`src/cbt_pkg.sv`:
```
package cbt_pkg;
   // training enable, write set point and operating set point bits of the training control register
   localparam int TRAIN_EN_POS   = 0;
   localparam int WR_SP_SEL_POS  = 6;
   localparam int OP_SP_SEL_POS  = 7;
   // reference register field layout and command bit width
   localparam int REF_LEVEL_MSB  = 5;
   localparam int REF_RANGE_POS  = 6;
   localparam int REF_W          = 7;
   localparam int CA_W           = 6;
   // reset values
   localparam logic [6:0] REF_RESET     = 7'h4d;
   localparam logic       OP_SP_RESET   = 1'b0;
   // timing in ns, clock 25 ns
   localparam int CLK_PERIOD_NS        = 25;
   localparam int ENTRY_DELAY_NS       = 250;
   localparam int ENTRY_DELAY_CYC      =
      (ENTRY_DELAY_NS + CLK_PERIOD_NS - 1) / CLK_PERIOD_NS;
   localparam int MRW_DELAY_NS         = 250;
   localparam int MRW_DELAY_CYC        =
      (MRW_DELAY_NS + CLK_PERIOD_NS - 1) / CLK_PERIOD_NS;

   // mode register write from the host
   typedef struct packed {
      logic       valid;
      logic [5:0] addr;
      logic [7:0] data;
   } cbt_mrw_t;

   // training data pins seen from the die, 16 bits each
   typedef struct packed {
      logic [15:0] dout;
      logic [15:0] oe;
   } cbt_dq_drv_t;

   typedef enum logic [3:0] {
      ST_NORMAL  = 4'b0001,
      ST_ARMED   = 4'b0010,
      ST_TRAIN   = 4'b0100,
      ST_EXITING = 4'b1000
   } cbt_state_t;

   localparam logic [5:0] MR_ADDR_CTRL = 6'h0d;
   localparam logic [5:0] MR_ADDR_REF  = 6'h0c;
endpackage

```
`src/cbt_sync.sv`:
```
`timescale 1ns/1ps
// two-flop synchroniser for a bundle of pin levels
module cbt_sync #(
   parameter int W = 1
) (
   input  wire logic         core_clk,
   input  wire logic         reset_n,
   input  wire logic [W-1:0] pin_in,
   output logic      [W-1:0] sync_out
);
   logic [W-1:0] meta_r;                 // first stage, read only by second

   // plain double flop; nothing but the second stage reads the first
   always_ff @(posedge core_clk or negedge reset_n) begin
      if (!reset_n) begin
         meta_r   <= '0;
         sync_out <= '0;
      end else begin
         meta_r   <= pin_in;
         sync_out <= meta_r;
      end
   end
endmodule // cbt_sync

```
`src/cbt_core.sv`:
```
`timescale 1ns/1ps
module cbt_core #(
   parameter int ENTRY_CYC = cbt_pkg::ENTRY_DELAY_CYC,
   parameter int MRW_CYC   = cbt_pkg::MRW_DELAY_CYC
) (
   input  wire logic                core_clk,
   input  wire logic                reset_n,
   input  wire cbt_pkg::cbt_mrw_t   mrw,
   input  wire logic                cke,
   input  wire logic                cs,
   input  wire logic [5:0]          ca,
   input  wire logic                strobe_lo,
   input  wire logic [15:0]         dq_in,
   output cbt_pkg::cbt_dq_drv_t     dq_drv,
   output logic                     operating_setpoint,
   output logic                     write_setpoint,
   output logic                     training_active,
   output logic [6:0]               command_reference_register
);
   // refuse delay counts that the 8-bit counter cannot hold
   if (ENTRY_CYC < 1 || ENTRY_CYC > 255 || MRW_CYC < 1 || MRW_CYC > 255) begin : g_bad_delay
      $error("cbt_core: delay counts out of range");
   end

   // synchronised pin levels; command bits too, host sets them ahead of select
   logic [15:0] pins_s;
   logic        cke_s;
   logic        cs_s;
   logic        strobe_s;
   logic [6:0]  dq_s;
   logic [5:0]  ca_s;
   cbt_sync #(.W(16)) u_sync (
      .core_clk (core_clk),
      .reset_n  (reset_n),
      .pin_in   ({cke, cs, strobe_lo, dq_in[6:0], ca}),
      .sync_out (pins_s)
   );
   assign {cke_s, cs_s, strobe_s, dq_s, ca_s} = pins_s;

   cbt_pkg::cbt_state_t state_r;        // training sequence state
   logic        train_en_r;             // training enable bit
   logic        saved_sp_r;             // set point active before entry
   logic        strobe_d_r;             // strobe edge history
   logic        cs_d_r;                 // select edge history
   logic [7:0]  cnt_r;                  // entry delay and exit settle counter
   logic [5:0]  ca_cap_r;               // command bits captured by select
   logic [6:0]  mr_ref_r;               // programmed reference value

   wire mrw_ctrl = mrw.valid && mrw.addr == cbt_pkg::MR_ADDR_CTRL;
   wire mrw_ref  = mrw.valid && mrw.addr == cbt_pkg::MR_ADDR_REF;
   wire strobe_edge = strobe_s ^ strobe_d_r;      // both edges capture
   wire cs_rise     = cs_s & ~cs_d_r;
   wire accept_ref  = (state_r == cbt_pkg::ST_TRAIN) && (cnt_r == 8'h00);

   // training enable and write set point written by mode register write
   always_ff @(posedge core_clk or negedge reset_n) begin
      if (!reset_n) begin
         train_en_r     <= 1'b0;
         write_setpoint <= 1'b0;
      end else if (mrw_ctrl) begin
         train_en_r     <= mrw.data[cbt_pkg::TRAIN_EN_POS];
         write_setpoint <= mrw.data[cbt_pkg::WR_SP_SEL_POS];
      end
   end

   // sequence state; entry from idle or self refresh looks identical
   always_ff @(posedge core_clk or negedge reset_n) begin
      if (!reset_n) begin
         state_r <= cbt_pkg::ST_NORMAL;
         cnt_r   <= 8'h00;
      end else begin
         case (state_r)
            cbt_pkg::ST_NORMAL: begin
               // cke must already be high, so not in power down
               if (train_en_r && cke_s) begin
                  state_r <= cbt_pkg::ST_ARMED;
               end
            end
            cbt_pkg::ST_ARMED: begin
               if (!train_en_r) begin
                  state_r <= cbt_pkg::ST_NORMAL;
               end else if (!cke_s) begin
                  state_r <= cbt_pkg::ST_TRAIN;
                  cnt_r   <= 8'(ENTRY_CYC);
               end
            end
            cbt_pkg::ST_TRAIN: begin
               if (cnt_r != 8'h00) begin
                  cnt_r <= cnt_r - 8'h01;
               end
               if (cke_s) begin
                  state_r <= cbt_pkg::ST_EXITING;
               end
            end
            cbt_pkg::ST_EXITING: begin
               // wait for host to clear the enable bit, then settle
               if (!train_en_r && cnt_r == 8'h00) begin
                  state_r <= cbt_pkg::ST_NORMAL;
               end else if (!train_en_r) begin
                  cnt_r <= cnt_r - 8'h01;
               end else begin
                  cnt_r <= 8'(MRW_CYC);
               end
            end
            default: begin
               state_r <= cbt_pkg::ST_NORMAL;
            end
         endcase
      end
   end

   // set point swap on entry and restore on exit
   always_ff @(posedge core_clk or negedge reset_n) begin
      if (!reset_n) begin
         operating_setpoint <= cbt_pkg::OP_SP_RESET;
         saved_sp_r         <= cbt_pkg::OP_SP_RESET;
      end else if (state_r == cbt_pkg::ST_ARMED && !cke_s && train_en_r) begin
         saved_sp_r         <= operating_setpoint;
         operating_setpoint <= ~operating_setpoint;
      end else if (state_r == cbt_pkg::ST_TRAIN && cke_s) begin
         operating_setpoint <= saved_sp_r;
      end else if (mrw_ctrl && state_r == cbt_pkg::ST_NORMAL) begin
         operating_setpoint <= mrw.data[cbt_pkg::OP_SP_SEL_POS];
      end
   end

   // programmed reference; only changes by mode write
   always_ff @(posedge core_clk or negedge reset_n) begin
      if (!reset_n) begin
         mr_ref_r <= cbt_pkg::REF_RESET;
      end else if (mrw_ref) begin
         mr_ref_r <= mrw.data[6:0];
      end
   end

   // live reference: strobed during training, programmed value otherwise
   // training values are dropped on exit rather than kept
   always_ff @(posedge core_clk or negedge reset_n) begin
      if (!reset_n) begin
         command_reference_register <= cbt_pkg::REF_RESET;
         strobe_d_r                 <= 1'b0;
      end else begin
         strobe_d_r <= strobe_s;
         if (accept_ref && strobe_edge) begin
            // bit n from pin n; pin 7 and mask never looked at
            command_reference_register <= dq_s;
         end else if (state_r != cbt_pkg::ST_TRAIN) begin
            command_reference_register <= mr_ref_r;
         end
      end
   end

   // command bits captured on select rising edge
   // the core clock sees them late; real die returns them combinationally
   always_ff @(posedge core_clk or negedge reset_n) begin
      if (!reset_n) begin
         ca_cap_r <= '0;
         cs_d_r   <= 1'b0;
      end else begin
         cs_d_r <= cs_s;
         if (state_r == cbt_pkg::ST_TRAIN && cs_rise) begin
            ca_cap_r <= ca_s;
         end
      end
   end

   // pin drive: 13:8 outputs during training only, rest inputs or floating
   always_comb begin
      dq_drv.dout = 16'h0000;
      dq_drv.oe   = 16'h0000;
      if (state_r == cbt_pkg::ST_TRAIN) begin
         dq_drv.dout[13:8] = ca_cap_r;
         dq_drv.oe[13:8]   = 6'h3f;
      end
   end

   assign training_active = (state_r == cbt_pkg::ST_TRAIN);

   chk_swap_on_entry: assert property (@(posedge core_clk) disable iff (!reset_n)
      (state_r == cbt_pkg::ST_ARMED && !cke_s && train_en_r)
      |=> operating_setpoint != $past(operating_setpoint))
      else $error("set point did not swap on entry");
   chk_restore_exit: assert property (@(posedge core_clk) disable iff (!reset_n)
      (state_r == cbt_pkg::ST_TRAIN && cke_s) |=> operating_setpoint == saved_sp_r)
      else $error("set point not restored on exit");
   chk_reset_setpoint: assert property (@(posedge core_clk)
      !reset_n |-> operating_setpoint == 1'b0)
      else $error("set point not zero at reset");
   chk_ref_capture: assert property (@(posedge core_clk) disable iff (!reset_n)
      (accept_ref && strobe_edge) |=> command_reference_register == $past(dq_s))
      else $error("reference not captured from pins");
   chk_no_early_ref: assert property (@(posedge core_clk) disable iff (!reset_n)
      (state_r == cbt_pkg::ST_TRAIN && cnt_r != 8'h00 && $stable(state_r))
      |=> $stable(command_reference_register))
      else $error("reference changed before entry delay");
   chk_ca_return: assert property (@(posedge core_clk) disable iff (!reset_n)
      (training_active && cs_rise) ##1 training_active
      |-> dq_drv.dout[13:8] == $past(ca_s) && dq_drv.oe[13:8] == 6'h3f)
      else $error("captured command bits not on pins");
   chk_inputs_undriven: assert property (@(posedge core_clk) disable iff (!reset_n)
      dq_drv.oe[7:0] == 8'h00)
      else $error("input pins driven");
   chk_ref_drop: assert property (@(posedge core_clk) disable iff (!reset_n)
      (state_r == cbt_pkg::ST_NORMAL && $past(state_r == cbt_pkg::ST_NORMAL))
      |-> command_reference_register == $past(mr_ref_r))
      else $error("trained reference kept outside training");
endmodule // cbt_core

```
`config.mk`:
```
export PLATFORM = sky130hd
export DESIGN_NAME = cbt_core
export DESIGN_NICKNAME = d
export VERILOG_FILES = /design/src/cbt_pkg.sv /design/src/cbt_sync.sv /design/src/cbt_core.sv
export SDC_FILE = /design/constraint.sdc
export NUM_CORES = 1
export LEC_CHECK = 0
export ABC_AREA = 1
export BUFFER_PORTS_ARGS = -buffer_cell sky130_fd_sc_hd__clkbuf_2
export CAP_MARGIN = 10
export CORE_MARGIN = 3
export CORE_UTILIZATION = 42
export CTS_BUF_LIST = sky130_fd_sc_hd__clkbuf_2
export DETAILED_ROUTE_END_ITERATION = 7
export PLACE_DENSITY = 0.78
export SLEW_MARGIN = 20
export SYNTH_ARGS = -nofsm -noshare
export SYNTH_HDL_FRONTEND = slang
export SYNTH_SLANG_ARGS = --single-unit
```
`constraint.sdc`:
```
create_clock -name core_clk -period 2.25 [get_ports core_clk]
set_input_delay 0.225 -clock core_clk [delete_from_list [all_inputs] [get_ports core_clk]]
set_output_delay 0.225 -clock core_clk [all_outputs]
set_load 0.03 [all_outputs]
```
---- After elaboration in Yosys (flattened, before gate mapping) ----
Index checks and enable logic that the tools add are counted.
storage, ports and cells
  register bits after elaboration ......... 70
  bits of input ports ..................... 42
  logic and storage cells ................. 72
operators by class
  $add $sub $neg .......................... 1
  equality and inequality tests ........... 15
  muxes and demuxes ....................... 19
  bitwise logic cells ..................... 4
  reduce and logical (&&, ||, !) cells .... 20
operators by type and width
  kind                                                                      count
  8-bit 2-to-1 mux                                                          5
  8-bit case mux with 3 select lines                                        1
  4-bit 2-to-1 mux                                                          5
  4-bit case mux with 4 select lines                                        1
  7-bit 2-to-1 mux                                                          2
  6-bit by 4-bit equality test with 1-bit output (second input constant)    2
  6-bit 2-to-1 mux                                                          2
  1-bit logical AND                                                         11
  2-bit inequality test (second input constant)                             5
  8-bit zero test                                                           1
  8-bit nonzero test                                                        1
  8-bit by 1-bit subtractor with 8-bit output (second input constant)       1
  3-bit nonzero test                                                        2
  5-bit AND reduction                                                       1
  4-bit by 1-bit equality test with 1-bit output (second input constant)    1
  4-bit by 2-bit equality test with 1-bit output (second input constant)    1
  4-bit by 3-bit equality test with 1-bit output (second input constant)    1
  4-bit equality test (second input constant)                               1
  2-bit by 1-bit inequality test with 1-bit output (second input constant)  2
  4-bit by 3-bit inequality test with 1-bit output (second input constant)  1
  4-bit AND reduction                                                       1
  1-bit 2-to-1 mux                                                          3
  3-bit inequality test (second input constant)                             1
  1-bit zero test                                                           2
  4 further kinds                                                           5

---- Longest topological paths before layout ----
  depth in word-level cells ............... 6
  gate-level depth with buffers ........... 11
  gate-level depth less buffers ........... 10

---- Modules after synthesis ----
Synthesis repeated with hierarchy kept, for this count alone.
unflattened totals
  cell total of the unflattened synthesis .. 318
  area, all modules ....................... 3,119.2 µm²
by module, submodules not included
  module    instances  cells each  area an instance (µm²)
  cbt_core  1          286         2,318.5
  cbt_sync  1          32          800.8

---- Least setup slack after synthesis ----
Ideal clock, no wire load.
  path type ............................... reg-to-reg
  start point ............................. register cnt_r[0]
  end point ............................... register cnt_r[3]
  arrival ................................. 1.478 ns
  required time ........................... 2.133 ns
  path slack .............................. 0.654 ns
  stages on the path, launching flop included .. 11
  buffers on the path ..................... 1
  period minus slack after synthesis ...... 1.596 ns
  cell sequence ........................... dfrtp_1 -> inv_1 -> ha_1 -> nand2_1 -> nor2_1 -> nand2_1 -> nand2_4 -> inv_2 -> buf_6 -> nand2_1 -> o21ai_2
between the ends
  cells in the longest elaborated chain, start to end .. 4
RTL lines
  what                                                                            RTL line                                         text
  start, declared                                                                 cbt_core.sv:45                                   logic [7:0] cnt_r;
  start signal, assigned                                                          cbt_core.sv:84                                   cnt_r <= 8'(ENTRY_CYC);
  start signal, assigned                                                          cbt_core.sv:89                                   cnt_r <= cnt_r - 8'h01;
  start signal, assigned                                                          cbt_core.sv:100                                  cnt_r <= cnt_r - 8'h01;
  8-bit by 1-bit subtractor with 8-bit output or 8-bit zero test (tied branches)  cbt_core.sv:89, cbt_core.sv:100, cbt_core.sv:97
  8-bit 2-to-1 mux or 1-bit logical AND (tied branches)                           cbt_core.sv:99, cbt_core.sv:97
  8-bit 2-to-1 mux or 2-bit inequality test (tied branches)                       n/a
  8-bit case mux with 3 select lines or 5-bit AND reduction (tied branches)       n/a
Parallel ways exist; a longest one is shown, timed or not. The select of a mux whose other input is x is not followed.
A chain may end at the register's enable or synchronous reset.

==> results.sh <==
export IMPL_synth_distinct_cells=33
export IMPL_drtAntennaViolNets=0
export IMPL_area_delta_synth_final_pct=20.6
export IMPL_worst_pin_slew_ps=742
export IMPL_drtIter0Drc=178
export IMPL_globalRouteTotalUtil_pct=13.9
export IMPL_cts_root_buf="clkbuf_2"
export IMPL_grt_pass1_wl_mm=9.11
export IMPL_async_flop_share_pct=100
export IMPL_stdcell_count=480
export IMPL_use_met1_pct=15.9
export IMPL_setup_violations=0
export IMPL_cts_resized_gates=0
export IMPL_synth_edff_count=0
export IMPL_cp_max_fo=18
export IMPL_cp_top_family="simple AND/OR/NAND/NOR gates"
export IMPL_syn_area_per_cell_um2=9.97
export IMPL_required_ps=2030
export IMPL_status="completed"
export IMPL_antenna_found_initial=0
export IMPL_dr_pass1_iters=4
export IMPL_drt_total_wl_mm=5.41
export IMPL_fin_crit_ps=1910
export IMPL_top_usage_layer="met2"
export IMPL_design_area_um2=3590
export IMPL_crit_slowest_cell="dfstp_2"
export IMPL_use_met2_pct=24.8
export IMPL_skew_ps=35.1
export IMPL_syn_area_um2=2980
export IMPL_arrival_ps=1680
export IMPL_nFillCells=614
export IMPL_dpl_cell_count=440
export IMPL_die_w_um=90.3
export IMPL_end_kind="output pin"
export IMPL_path_clk_slew_ps=200
export IMPL_cp_num_buf_inv=1
export IMPL_finalMaxSlewViolations=0
export IMPL_power_leakage_nw=1.83
export IMPL_min_path_type="in2reg"
export IMPL_synth_ff_type="dfrtp_1"
export IMPL_num_io_pins=84
export IMPL_met3_usage_pct=4.08
export IMPL_synthCells=299
export IMPL_placed_area_um2=3250
export IMPL_relSlewSlack_pct=50.4
export IMPL_die_h_um=90.3
export IMPL_grt_max_degree=71
export IMPL_drt_vias_per_instance=4.53
export IMPL_core_um2=6830
export IMPL_yosysWarningCount=0
export IMPL_insertion_delay_ps=470
export IMPL_overflow=0
export IMPL_crit_chain="nor2_4 -> nand3_4 -> nor2_1 -> clkbuf_2"
export IMPL_layout_common_cells="clkbuf_2, nand2_1, dfrtp_1"
export IMPL_fp_row_count=30
export IMPL_port_buffers=54
export IMPL_p_per_area_nw_per_um2=900
export IMPL_layout_drive_gt1_share_pct=26.8
export IMPL_gp_congestion=0.858
export IMPL_layout_commonest_cell="clkbuf_2"
export IMPL_cts_buffers=9
export IMPL_hold_violations=0
export IMPL_timing_final_crit_share_pct=84.9
export IMPL_vias=2172
export IMPL_worst_ir_drop_vdd_v=0.000433
export IMPL_cts_tree="done"
export IMPL_max_freq_mhz=524
export IMPL_first_global_vias=2124
export IMPL_yosysSeqAreaShare_pct=59.1
export IMPL_htree_levels=3
export IMPL_cpPeakStageDelay_ps=430
export IMPL_dp_final_hpwl_mm=3.78
export IMPL_start_util_pct=43.6
export IMPL_rsz0062_at_grt="no"
export IMPL_nets=422
export IMPL_synth_seq_cells=70
export IMPL_drc=0
export IMPL_cap_violations=0
export IMPL_cts_sinks=70
export IMPL_criticalPathCategory="reg2out"
export IMPL_cp_start_kind="flop"
export IMPL_n_antenna_cell=0
export IMPL_wl_per_cell_um=11.3
export IMPL_setup_tns_ps=0
export IMPL_dieArea_um2=8150
export IMPL_cts_path_max_buffers=2
==> through the flow <==
step,setup WS [ps],hold slack [ps],utilization [%],total power [mW]
6_report,340,80.9,52.6,3.23
5_1_grt,127,45.1,52.6,3.46
4_1_cts,294,25.4,52.6,3.26
3_5_place_dp,378,272,47.5,2.56
3_3_place_gp,454,269,47.5,2.52
2_1_floorplan,654,-70.6,-,2.37
==> state kept, by name, indices dropped and copies added, names as in the netlist <==
register and cells:
strobe_d_r 1, write_setpoint 1, train_en_r 1, mr_ref_r 7, cnt_r 8, saved_sp_r 1, u_sync.sync_out 16, state_r 4
ca_cap_r 6, operating_setpoint 1, command_reference_register 7, u_sync.meta_r 16, cs_d_r 1
==> cells in the mapped netlist (all sizes together), types with 4 or more instances <==
master,instances,area (um^2)
dfrtp,61,1530
inv,26,97.6
o21ai,11,66.3
nand2,66,265
nand4,4,31.3
nor2,33,170
a21oi,10,50.1
nand3,35,188
mux2,6,67.6
dfstp,9,236
buf,28,211
==> worst reg2reg max path, stage by stage (launching register included) <==
cell and delay (ps):
dfrtp_1 400, inv_1 180, ha_1 300, nand2_1 110, nor2_1 210, nand2_1 130
nor2_4 190, nor2_2 110, nand2_1 70, nand3_1 60
==> layer usage <==
layer / wire [um] / up-vias
met5: 0 / -
met4: 34 / 0
met3: 275 / 5
met2: 2900 / 69
met1: 2200 / 1028
li1: - / 1070
==> path summary, 6_finish.rpt <==
kind,from,endpoint,slack (ps),cells past startpoint
min in group asynchronous,reset_n,u_sync.meta_r[4],290,3
worst max register to register,cnt_r[0],command_reference_register[4],380,9
worst min-delay path,mrw[7],operating_setpoint,80,5
max in group asynchronous,reset_n,mr_ref_r[0],1630,3
worst min register to register,u_sync.meta_r[14],u_sync.sync_out[14],360,0
worst max-delay path,state_r[0],dq_drv[25],340,4
==> area by class of cell <==
class                           count  area, um^2  share of cell area [%]
Clock inverter                      5        51.3                    1.43
Tap cell                           96         120                    3.34
Multi-Input combinational cell    193         977                    27.2
Sequential cell                    70        1760                    49.0
Clock buffer                       11        55.1                    1.53
Inverter                           26        97.6                    2.71
Timing Repair Buffer               79         531                    14.8
==> timing repair <==
| item | 4_1_cts | 5_1_grt |
|---|---|---|
| setup buffers | 0 | 0 |
| endpoints found under the hold margin | 86 | 0 |
| setup endpoints to repair | 0 | 0 |
| hold buffers | 24 | 0 |
==> report_power, final <==
part | internal, mW | total, mW | switching (mW)
Sequential | 1.47 | 1.59 | 0.118
Clock | 0.259 | 0.662 | 0.403
Combinational | 0.323 | 0.983 | 0.660
Total | 2.05 | 3.23 | 1.18
==> cell families after synthesis <==
kind of cell               share of synthesized area (%)
xor gates and xnor gates                           0.588
adders and majority gates                          0.420
buffers and inverters                               10.5
and+or+nand+nor                                     22.6
AOI/OAI and AO/OA                                   4.36
other                                              0.126
DFF                                                 59.1
muxes                                               2.27
Power figures use the tool's default switching activity.
